**src/rtl/dao_defines.svh**
```systemverilog
// Timing counts and field layout of the dual converter output timing block
`ifndef DAO_DEFINES_SVH
`define DAO_DEFINES_SVH
`define DAO_DATA_WIDTH     10
`define DAO_MSB_POS        9
`define DAO_RATE_DIV       2
`define DAO_LATENCY_CYC    12
`define DAO_PIPE_DEPTH     (`DAO_LATENCY_CYC / `DAO_RATE_DIV)
`define DAO_CAL_MIN_CYC    10000
`define DAO_CAL_CNT_W      14
`define DAO_RESYNC_CYC     2
`define DAO_DISCARD_W      4
`endif

```
**src/rtl/dao_pkg.sv**
```systemverilog
// Types shared by both ends of the dual converter output timing link
package dao_pkg;
    // One converted channel word: overrange flag above ten data bits
    typedef struct packed {
        logic       over;
        logic [9:0] bits;
    } dao_word_t;

    // Device sequencing phase
    typedef enum logic [1:0] {
        DAO_HELD,
        DAO_SAMPLE,
        DAO_STROBE
    } dao_phase_t;

    // Host capture states
    typedef enum logic [1:0] {
        DAO_H_IDLE,
        DAO_H_RESYNC,
        DAO_H_DISCARD,
        DAO_H_RUN
    } dao_host_state_t;
endpackage : dao_pkg

```
**src/rtl/dao_if.sv**
```systemverilog
// Pin-level link between the converter and its host capture logic
`timescale 1ns/1ps
interface dao_if;
    logic                 conv_reset;              // Host: high re-phases sequencing
    logic                 sign_format_select;      // Host: high gives two's complement
    logic                 output_hiz;              // Host: high floats data outputs
    logic                 sample_strobe;           // Device: data-valid strobe
    logic [9:0]           chan_a_sample_bits_o;    // Device: channel A data driven
    logic [9:0]           chan_b_sample_bits_o;    // Device: channel B data driven
    logic                 chan_a_over_full_scale_o; // Device: channel A overrange driven
    logic                 chan_b_over_full_scale_o; // Device: channel B overrange driven
    logic                 data_oe;                 // Device: high while data drives pins
    wire  [9:0]           chan_a_sample_bits;      // Resolved pin levels
    wire  [9:0]           chan_b_sample_bits;
    wire                  chan_a_over_full_scale;
    wire                  chan_b_over_full_scale;

    // Resolve pins from the output enable; floated pins show the inverse of the
    // drive, so a capture taken while floated never matches the driven word
    assign chan_a_sample_bits     = data_oe ? chan_a_sample_bits_o : ~chan_a_sample_bits_o;
    assign chan_b_sample_bits     = data_oe ? chan_b_sample_bits_o : ~chan_b_sample_bits_o;
    assign chan_a_over_full_scale = data_oe ? chan_a_over_full_scale_o : ~chan_a_over_full_scale_o;
    assign chan_b_over_full_scale = data_oe ? chan_b_over_full_scale_o : ~chan_b_over_full_scale_o;

    modport device (
        input  conv_reset,
        input  sign_format_select,
        input  output_hiz,
        output sample_strobe,
        output chan_a_sample_bits_o,
        output chan_b_sample_bits_o,
        output chan_a_over_full_scale_o,
        output chan_b_over_full_scale_o,
        output data_oe
    );

    modport host (
        output conv_reset,
        output sign_format_select,
        output output_hiz,
        input  sample_strobe,
        input  chan_a_sample_bits,
        input  chan_b_sample_bits,
        input  chan_a_over_full_scale,
        input  chan_b_over_full_scale
    );
endinterface : dao_if

```
**src/rtl/dao_device.sv**
```systemverilog
// Converter end: sequencing, latency pipeline, output formatting and calibration
`timescale 1ns/1ps
`include "dao_defines.svh"

module dao_device #(
    parameter int DATA_W     = `DAO_DATA_WIDTH,        // Data bits per channel
    parameter int PIPE_DEPTH = `DAO_PIPE_DEPTH,        // Samples in flight
    parameter int CAL_CYCLES = `DAO_CAL_MIN_CYC        // Power-up calibration length
) (
    input  wire logic          ref_clk,
    input  wire logic          resetn,
    dao_if.device              pins,
    input  wire logic [DATA_W-1:0] chan_a_level,
    input  wire logic          chan_a_above_fs,
    input  wire logic [DATA_W-1:0] chan_b_level,
    input  wire logic          chan_b_above_fs,
    output logic               cal_done,
    output logic               cal_step
);

    // Overrange clamp and sign format applied to one raw sample
    function automatic dao_pkg::dao_word_t fmt_word(
        input logic [DATA_W-1:0] level,
        input logic              above,
        input logic              twos
    );
        dao_pkg::dao_word_t w;
        w.over = above;
        w.bits = above ? {DATA_W{1'b1}} : level;
        w.bits[`DAO_MSB_POS] = w.bits[`DAO_MSB_POS] ^ twos;
        return w;
    endfunction : fmt_word

    // Sequencing state
    dao_pkg::dao_phase_t phase;                      // Current phase
    dao_pkg::dao_phase_t next_phase;
    logic                strobe_q;                   // Registered strobe
    logic                next_strobe_q;

    // Sample pipelines, one slot per sample in flight
    dao_pkg::dao_word_t  pipe_a [PIPE_DEPTH];
    dao_pkg::dao_word_t  pipe_b [PIPE_DEPTH];
    dao_pkg::dao_word_t  next_pipe_a [PIPE_DEPTH];
    dao_pkg::dao_word_t  next_pipe_b [PIPE_DEPTH];

    // Output word registers
    dao_pkg::dao_word_t  out_a;
    dao_pkg::dao_word_t  out_b;
    dao_pkg::dao_word_t  next_out_a;
    dao_pkg::dao_word_t  next_out_b;
    logic                oe;                         // Registered output enable
    logic                next_oe;

    // Calibration state
    logic [`DAO_CAL_CNT_W-1:0] cal_count;            // Cycles since power-up
    logic [`DAO_CAL_CNT_W-1:0] next_cal_count;
    logic                cal_done_q;
    logic                next_cal_done_q;
    logic                cal_step_q;                 // Background step toggle
    logic                next_cal_step_q;

    // Sequencing and pipeline next values
    always_comb
    begin
        next_phase    = phase;
        next_strobe_q = strobe_q;
        next_out_a    = out_a;
        next_out_b    = out_b;
        next_pipe_a   = pipe_a;
        next_pipe_b   = pipe_b;
        if (pins.conv_reset)
        begin
            // Suspend updates, re-arm on sample phase
            next_phase    = dao_pkg::DAO_HELD;
            next_strobe_q = 1'b0;
        end
        else
        begin
            case (phase)
                dao_pkg::DAO_HELD,
                dao_pkg::DAO_SAMPLE:
                begin
                    // Sample both channels, shift, present oldest
                    next_out_a     = pipe_a[PIPE_DEPTH-1];
                    next_out_b     = pipe_b[PIPE_DEPTH-1];
                    for (int i = PIPE_DEPTH-1; i > 0; i--)
                    begin
                        next_pipe_a[i] = pipe_a[i-1];
                        next_pipe_b[i] = pipe_b[i-1];
                    end
                    next_pipe_a[0] = fmt_word(chan_a_level, chan_a_above_fs, pins.sign_format_select);
                    next_pipe_b[0] = fmt_word(chan_b_level, chan_b_above_fs, pins.sign_format_select);
                    next_strobe_q  = 1'b0;
                    next_phase     = dao_pkg::DAO_STROBE;
                end
                dao_pkg::DAO_STROBE:
                begin
                    // Mark the stable word pair
                    next_strobe_q = 1'b1;
                    next_phase    = dao_pkg::DAO_SAMPLE;
                end
                default:
                begin
                    next_phase    = dao_pkg::DAO_HELD;
                    next_strobe_q = 1'b0;
                end
            endcase
        end
        next_oe = ~pins.output_hiz;
    end

    // Sequencing registers, rising edge only
    always_ff @(posedge ref_clk)
    begin
        if (!resetn)
        begin
            phase    <= dao_pkg::DAO_HELD;
            strobe_q <= 1'b0;
            out_a    <= '0;
            out_b    <= '0;
            oe       <= 1'b0;
            for (int i = 0; i < PIPE_DEPTH; i++)
            begin
                pipe_a[i] <= '0;
                pipe_b[i] <= '0;
            end
        end
        else
        begin
            phase    <= next_phase;
            strobe_q <= next_strobe_q;
            out_a    <= next_out_a;
            out_b    <= next_out_b;
            oe       <= next_oe;
            pipe_a   <= next_pipe_a;
            pipe_b   <= next_pipe_b;
        end
    end

    // Calibration next values, one step per clock edge
    always_comb
    begin
        next_cal_count  = cal_count;
        next_cal_done_q = cal_done_q;
        next_cal_step_q = ~cal_step_q;
        if (cal_count < `DAO_CAL_CNT_W'(CAL_CYCLES))
        begin
            next_cal_count = cal_count + `DAO_CAL_CNT_W'(1);
        end
        else
        begin
            next_cal_done_q = 1'b1;
        end
    end

    // Calibration registers
    always_ff @(posedge ref_clk)
    begin
        if (!resetn)
        begin
            cal_count  <= '0;
            cal_done_q <= 1'b0;
            cal_step_q <= 1'b0;
        end
        else
        begin
            cal_count  <= next_cal_count;
            cal_done_q <= next_cal_done_q;
            cal_step_q <= next_cal_step_q;
        end
    end

    // Pin drive; strobe is gated by reset without waiting for an edge
    assign pins.sample_strobe            = strobe_q & ~pins.conv_reset;
    assign pins.chan_a_sample_bits_o     = out_a.bits;
    assign pins.chan_b_sample_bits_o     = out_b.bits;
    assign pins.chan_a_over_full_scale_o = out_a.over;
    assign pins.chan_b_over_full_scale_o = out_b.over;
    assign pins.data_oe                  = oe;
    assign cal_done                      = cal_done_q;
    assign cal_step                      = cal_step_q;

endmodule : dao_device

```
**src/flat_wrapper.sv**
```systemverilog
// flat-port wrapper written by rule: the top's interface ports become plain ports
module dao_device_flat 
#(
    parameter int DATA_W     = `DAO_DATA_WIDTH,                                
    parameter int PIPE_DEPTH = `DAO_PIPE_DEPTH,                            
    parameter int CAL_CYCLES = `DAO_CAL_MIN_CYC                                      
)
  (ref_clk, resetn, chan_a_level, chan_a_above_fs, chan_b_level, chan_b_above_fs, cal_done, cal_step, pins_conv_reset, pins_sign_format_select, pins_output_hiz, pins_sample_strobe, pins_chan_a_sample_bits_o, pins_chan_b_sample_bits_o, pins_chan_a_over_full_scale_o, pins_chan_b_over_full_scale_o, pins_data_oe);
  dao_if pins_i ();
  input  wire logic ref_clk;
  input  wire logic resetn;
  input  wire logic [DATA_W-1:0] chan_a_level;
  input  wire logic chan_a_above_fs;
  input  wire logic [DATA_W-1:0] chan_b_level;
  input  wire logic chan_b_above_fs;
  output logic cal_done;
  output logic cal_step;
  input wire logic [$bits(pins_i.conv_reset)-1:0] pins_conv_reset;
  input wire logic [$bits(pins_i.sign_format_select)-1:0] pins_sign_format_select;
  input wire logic [$bits(pins_i.output_hiz)-1:0] pins_output_hiz;
  output wire logic [$bits(pins_i.sample_strobe)-1:0] pins_sample_strobe;
  output wire logic [$bits(pins_i.chan_a_sample_bits_o)-1:0] pins_chan_a_sample_bits_o;
  output wire logic [$bits(pins_i.chan_b_sample_bits_o)-1:0] pins_chan_b_sample_bits_o;
  output wire logic [$bits(pins_i.chan_a_over_full_scale_o)-1:0] pins_chan_a_over_full_scale_o;
  output wire logic [$bits(pins_i.chan_b_over_full_scale_o)-1:0] pins_chan_b_over_full_scale_o;
  output wire logic [$bits(pins_i.data_oe)-1:0] pins_data_oe;
  assign pins_i.conv_reset = pins_conv_reset;
  assign pins_i.sign_format_select = pins_sign_format_select;
  assign pins_i.output_hiz = pins_output_hiz;
  assign pins_sample_strobe = pins_i.sample_strobe;
  assign pins_chan_a_sample_bits_o = pins_i.chan_a_sample_bits_o;
  assign pins_chan_b_sample_bits_o = pins_i.chan_b_sample_bits_o;
  assign pins_chan_a_over_full_scale_o = pins_i.chan_a_over_full_scale_o;
  assign pins_chan_b_over_full_scale_o = pins_i.chan_b_over_full_scale_o;
  assign pins_data_oe = pins_i.data_oe;
  dao_device #(.DATA_W(DATA_W), .PIPE_DEPTH(PIPE_DEPTH), .CAL_CYCLES(CAL_CYCLES)) u_core (.ref_clk(ref_clk), .resetn(resetn), .pins(pins_i), .chan_a_level(chan_a_level), .chan_a_above_fs(chan_a_above_fs), .chan_b_level(chan_b_level), .chan_b_above_fs(chan_b_above_fs), .cal_done(cal_done), .cal_step(cal_step));
endmodule
```
**config.mk**
```make
export PLATFORM = sky130hd
export DESIGN_NAME = dao_device_flat
export DESIGN_NICKNAME = d
export VERILOG_FILES = /design/src/rtl/dao_pkg.sv /design/src/rtl/dao_if.sv /design/src/rtl/dao_device.sv /design/src/flat_wrapper.sv
export VERILOG_INCLUDE_DIRS = /design/src /design/src/rtl
export SDC_FILE = /design/constraint.sdc
export NUM_CORES = 1
export LEC_CHECK = 0
export ABC_AREA = 1
export BUFFER_PORTS_ARGS = -buffer_cell sky130_fd_sc_hd__buf_2
export CORE_MARGIN = 2
export CORE_UTILIZATION = 30
export DETAILED_ROUTE_END_ITERATION = 8
export HOLD_SLACK_MARGIN = 0.02
export PLACE_DENSITY = 0.5
export SLEW_MARGIN = 0
export SYNTH_ARGS = -nofsm -noshare
export SYNTH_HDL_FRONTEND = slang
export SYNTH_SLANG_ARGS = --single-unit
```
**constraint.sdc**
```tcl
create_clock -name ref_clk -period 2.09 [get_ports ref_clk]
set_clock_uncertainty 0.1 [all_clocks]
set_input_delay 0.209 -clock ref_clk [delete_from_list [all_inputs] [get_ports ref_clk]]
set_output_delay 0.209 -clock ref_clk [all_outputs]
set_load 0.005 [all_outputs]
```
==> Yosys cells after proc, flatten, opt, wreduce, memory -nomap -nowiden <==
Index checks and enable logic that the tools add are counted.
{ "classes": {"n_addsub": 1, "order_cmp": 1, "n_eq_ne": 2, "muxes": 4, "n_bitwise": 7, "n_reduce_logical": 4} }
{ "op_table": {"columns": ["operator", "count"], "rows": [
  ["10-bit 2-to-1 mux", 2],
  ["14-bit by 1-bit adder with 14-bit output (second input constant)", 1],
  ["14-bit less-than comparator (second input constant)", 1],
  ["1-bit NOT", 4],
  ["2-bit one-hot mux with 2 select lines", 1],
  ["2-bit OR reduction", 2],
  ["2-bit by 1-bit equality test with 1-bit output (second input constant)", 1],
  ["2-bit equality test (second input constant)", 1],
  ["2-bit logical NOT", 1],
  ["2-bit AND reduction", 1],
  ["1-bit bitwise XOR", 2],
  ["1-bit bitwise AND", 1],
  ["1-bit 2-to-1 mux", 1]
]} }
{ "totals": {"reg_bits": 174, "input_bits": 27, "out_inout_bits": 26, "elab_cells": 53} }

==> Logic depth before layout (Yosys ltp) <==
{ "depth": {"ltp_word": 3, "mapped_depth": 9} }

==> Worst setup path after synthesis <==
OpenSTA, ideal clock, no wires.
{ "synth_timing": {"path_kind": "flip-flop to flip-flop", "from": "reg u_core.cal_count[0]", "to": "reg u_core.cal_count[12]", "setup_ns": 0.140, "arrival_ns": 1.157, "required_time_ns": 1.850, "slack_ns": 0.693, "path_stages_with_launch": 9, "path_buffers": 0, "period_less_slack_ns": 1.397, "path_cell_list": "dfxtp_1 -> ha_1 -> nand2_1 -> nor2_1 -> nand3_1 -> nand2_1 -> nand2_1 -> nand2_1 -> a21oi_1"} }
{ "synth_via": {"elab_chain_len": 1, "elab_cells_between_ends": 2, "classes_between": "add/sub (1); order compare (1)"} }
{ "synth_rtl": {"columns": ["element", "line_no", "rtl"], "rows": [
  ["from (decl)", "dao_device.sv:55", "logic [`DAO_CAL_CNT_W-1:0] cal_count;"],
  ["from (signal assigned)", "dao_device.sv:167", "cal_count <= next_cal_count;"],
  ["14-bit by 1-bit adder with 14-bit output or 14-bit less-than comparator (tied branches)", "dao_device.sv:148, dao_device.sv:146", null]
]} }
Parallel ways exist; a longest one is shown, timed or not.
A chain may end at the register's enable or synchronous reset.

==> Worst setup path after layout <==
{ "layout_timing": {"from": "in pins_conv_reset", "to": "reg u_core.pipe_b[54] (netlist name)"} }
{ "layout_via": {"elab_chain_len": 2} }
{ "layout_rtl": {"columns": ["element", "line_no", "rtl"], "rows": [
  ["from (decl)", "flat_wrapper.sv:18", "input wire logic [$bits(pins_i.conv_reset)-1:0] pins_conv_reset;"],
  ["1-bit NOT (no source line)", null, null],
  ["2-bit AND reduction (no source line)", null, null],
  ["to (signal assigned)", "dao_device.sv:136", "pipe_b <= next_pipe_b;"],
  ["to (decl)", "dao_device.sv:42", "dao_pkg::dao_word_t pipe_b [PIPE_DEPTH];"]
]} }
No other way between the ends.

==> reports/results.ini <==
[place]
placed_cells = 1103
pre_cts_ws_ps = 424.1
dp.final_hpwl_mm = 7.413
port_buffers = 52
dpl-instance-area_sq_mm = 0.006854
place_congestion = 0.7232

[synthesis]
synth.largest_area_cell = dfxtp_1
async_reset_ff_frac = 0
ys_ff_latch = 173
yosys.cell_count.top_type = nor2_1
avgSynthCellArea_sq_um = 7.726
netlist_instances = 825
netlist_top_cells_area = dfxtp_1, nor2_1, o21ai_0
syn_area_sq_mm = 0.006374
ys_seq_area_frac = 0.5434
synth_common_cells = nor2_1, dfxtp_1, o21ai_0
synth_cell_types = 26
ys_warn_count = 0
synth_edf_count = 0
synthFlopType = dfxtp_1
syn_nets = 853
synth_top_area_frac = 0.5434

[clock_network]
cts_buffers = 17
numClockSinks = 173
cts_tree = built
clkLatencyLatePin_ps = 420
clk_pin_slew_ps = 70
cts-htree-levels = 4
cts-root-buf = clkbuf_16
cts.path.max_buffers = 2

[sta]
setup_viol = 0
min_period_over_period = 0.8438
min_period_ps = 1764
hold_ws_ps = 68.15
max_freq_mhz = 567.0
maxSlewHeadroom = 0.5814
final_max_slew_viol_count = 0
setup-tns-final_ps = 0
hold_viol_final = 0
setup_slack_ps = 326.4
worstMarginPinSlew_ps = 627.0
rsz0062_at_grt = false

[drt]
route.detailed.drc = 0
wl_mm = 12.75
viasPerCell = 4.369
vias = 5046
drt_iter0_markers = 272
drt_first_pass_iters = 4
ant_nets = 0
routedWlPerCell_microns = 11.04

[final_layout]
syn2layout_area_growth_pct = 21.22
drive_gt1_frac = 0.1273
fillers = 2255
finalNonFillerCells = 1155
postLayoutCellArea_sq_mm = 0.007726
multiInputGateArea_sq_mm = 0.002539
num_antenna_cells = 0
fin_util = 0.3687
nNetsFinal = 895
register_area_sq_mm = 0.003463

[worst_setup_path]
crit_end = u_core.pipe_b[54]$_SDFFE_PN0P_
reg2reg_from = u_core.phase[1]$_SDFF_PP0_
r2r_setup_slack_ps = 440
crit_start = pins_conv_reset
cp-end-kind = flop
start_kind = input port
cp.required_ps = 2340
critPathMaxFanout = 41
cpPeakStageDelay_ps = 520
crit_chain = dlygate4sd3_1, buf_2, or2_4, inv_4, buf_12, o21ai_0, a21oi_1
critPathArrivalTime_ps = 2010
r2r_end = u_core.pipe_b[54]$_SDFFE_PN0P_
critical_path_class = in -> reg
slowest_stage = dlygate4sd3_1
reg2regPathDepth = 5

[floorplanning]
fp.dieW_microns = 149.8
start_util = 0.3042
std_cell_rows = 53
core_area_sq_mm = 0.02096
dieHeight_microns = 149.8
die-area_sq_mm = 0.02243
io_pins = 53

[pwr]
p_per_area_mw_per_mm2 = 1006
swShare = 0.2267
leakagePower_nw = 3.136
p_sw_mw = 1.762
total_power_mw = 7.769
p_comb_frac = 0.080
p_clk_frac = 0.453
p_int_mw = 6.008
p_seq_frac = 0.467
peakVddDrop_uv = 652.0

[global_routing]
use_met1 = 0.1579
busiest_layer = met2
grt_max_degree = 100
overflow = 0
grt_pass1_vias = 4700
grt_pass1_wl_mm = 21.92
grt_use_total = 0.1202
grt_use_met2 = 0.1849
antenna_found_initial = 0
met3_usage = 0.03384

[flow_run]
maxCapViolCount = 0

[min_path]
worstHoldStart = chan_b_level[9]
min_path_type = in -> reg

[status]
outcome = finished clean

-- metal layers --
layer / vias up / share of wire / wire length, microns
met3: 9 / 0.040 / 505
li1: 2745 / - / -
met4: 0 / 0.011 / 142
met1: 2210 / 0.53 / 6797
met2: 82 / 0.42 / 5305
met5: - / 0 / 0
-- cell families after synthesis --
kind of cell	Yosys count	synth area share
simple gates	369	0.2307
compound gates	186	0.1557
flops	173	0.5434
buf+inv	89	0.05870
xor+xnor	7	0.009619
fa+ha+maj	1	0.001963
-- area by class of cell --
class                           instances  share of cell area
Clock buffer                           20             0.06040
Clock inverter                         12             0.02656
Inverter                               32             0.01587
Multi-Input combinational cell        563              0.3286
Sequential cell                       173              0.4483
Tap cell                              275             0.04453
Timing Repair Buffer                   80             0.07579
-- flip-flops by register name, summed over array words and instances (netlist names) --
name                                  cells
u_core.cal_count                         14
u_core.cal_done                           1
u_core.cal_step                           1
u_core.phase                              1
u_core.pins.chan_a_over_full_scale_o      1
u_core.pins.chan_a_sample_bits_o         10
u_core.pins.chan_b_over_full_scale_o      1
u_core.pins.chan_b_sample_bits_o         10
u_core.pins.data_oe                       1
u_core.pipe_a                            66
u_core.pipe_b                            66
u_core.strobe_q                           1
-- power by group through the flow --
stage / Combinational, mW / Sequential [mW] / Clock, mW
after detailed placement: 0.604 / 3.71 / 0
final: 0.622 / 3.63 / 3.52
after floorplan: 0.431 / 3.69 / 0
after CTS: 0.633 / 3.63 / 3.63
after global placement: 0.596 / 3.70 / 0
after global routing: 0.727 / 3.66 / 3.76
-- how the worst min path moves through the flow --
stage	endpoint	slack, ps	cells after the start
2_1_floorplan	u_core.pins.data_oe$_SDFF_PN0_	180	1
3_3_place_gp	u_core.pins.data_oe$_SDFF_PN0_	270	2
3_5_place_dp	u_core.pins.data_oe$_SDFF_PN0_	270	2
4_1_cts	u_core.pipe_b[64]$_SDFFE_PN0P_	40	5
5_1_grt	u_core.pipe_b[64]$_SDFFE_PN0P_	80	5
6_report	u_core.pipe_b[64]$_SDFFE_PN0P_	70	5
-- placed cells by master, fill, tap and decap left out, drive strengths merged --
master	netlist	layout
inv	32	34
bufinv	0	5
dfxtp	173	173
nand3	6	6
nor2	279	279
xor2	7	7
buf	21	60
nor3	19	19
clkbuf	36	20
a211oi	11	11
dlygate4sd3	0	20
nand3b	3	3
nand2	56	56
clkinvlp	0	5
or2	1	1
ha	1	1
o21ai	146	146
nand4	5	5
a21oi	29	29
-- critical path, delay by kind of cell --
family | cells | cell delay (ps)
compound gates | 2 | 240
simple gates | 1 | 370
buf+inv | 4 | 1170
-- timing repair --
item                                    4_1_cts  5_1_grt
resized for setup                             0        0
endpoints found under the hold margin        20        0
hold buffers                                 20        0
endpoints found under the setup margin        0        0
buffers inserted                              0        0
(Power assumes the default switching activity.)
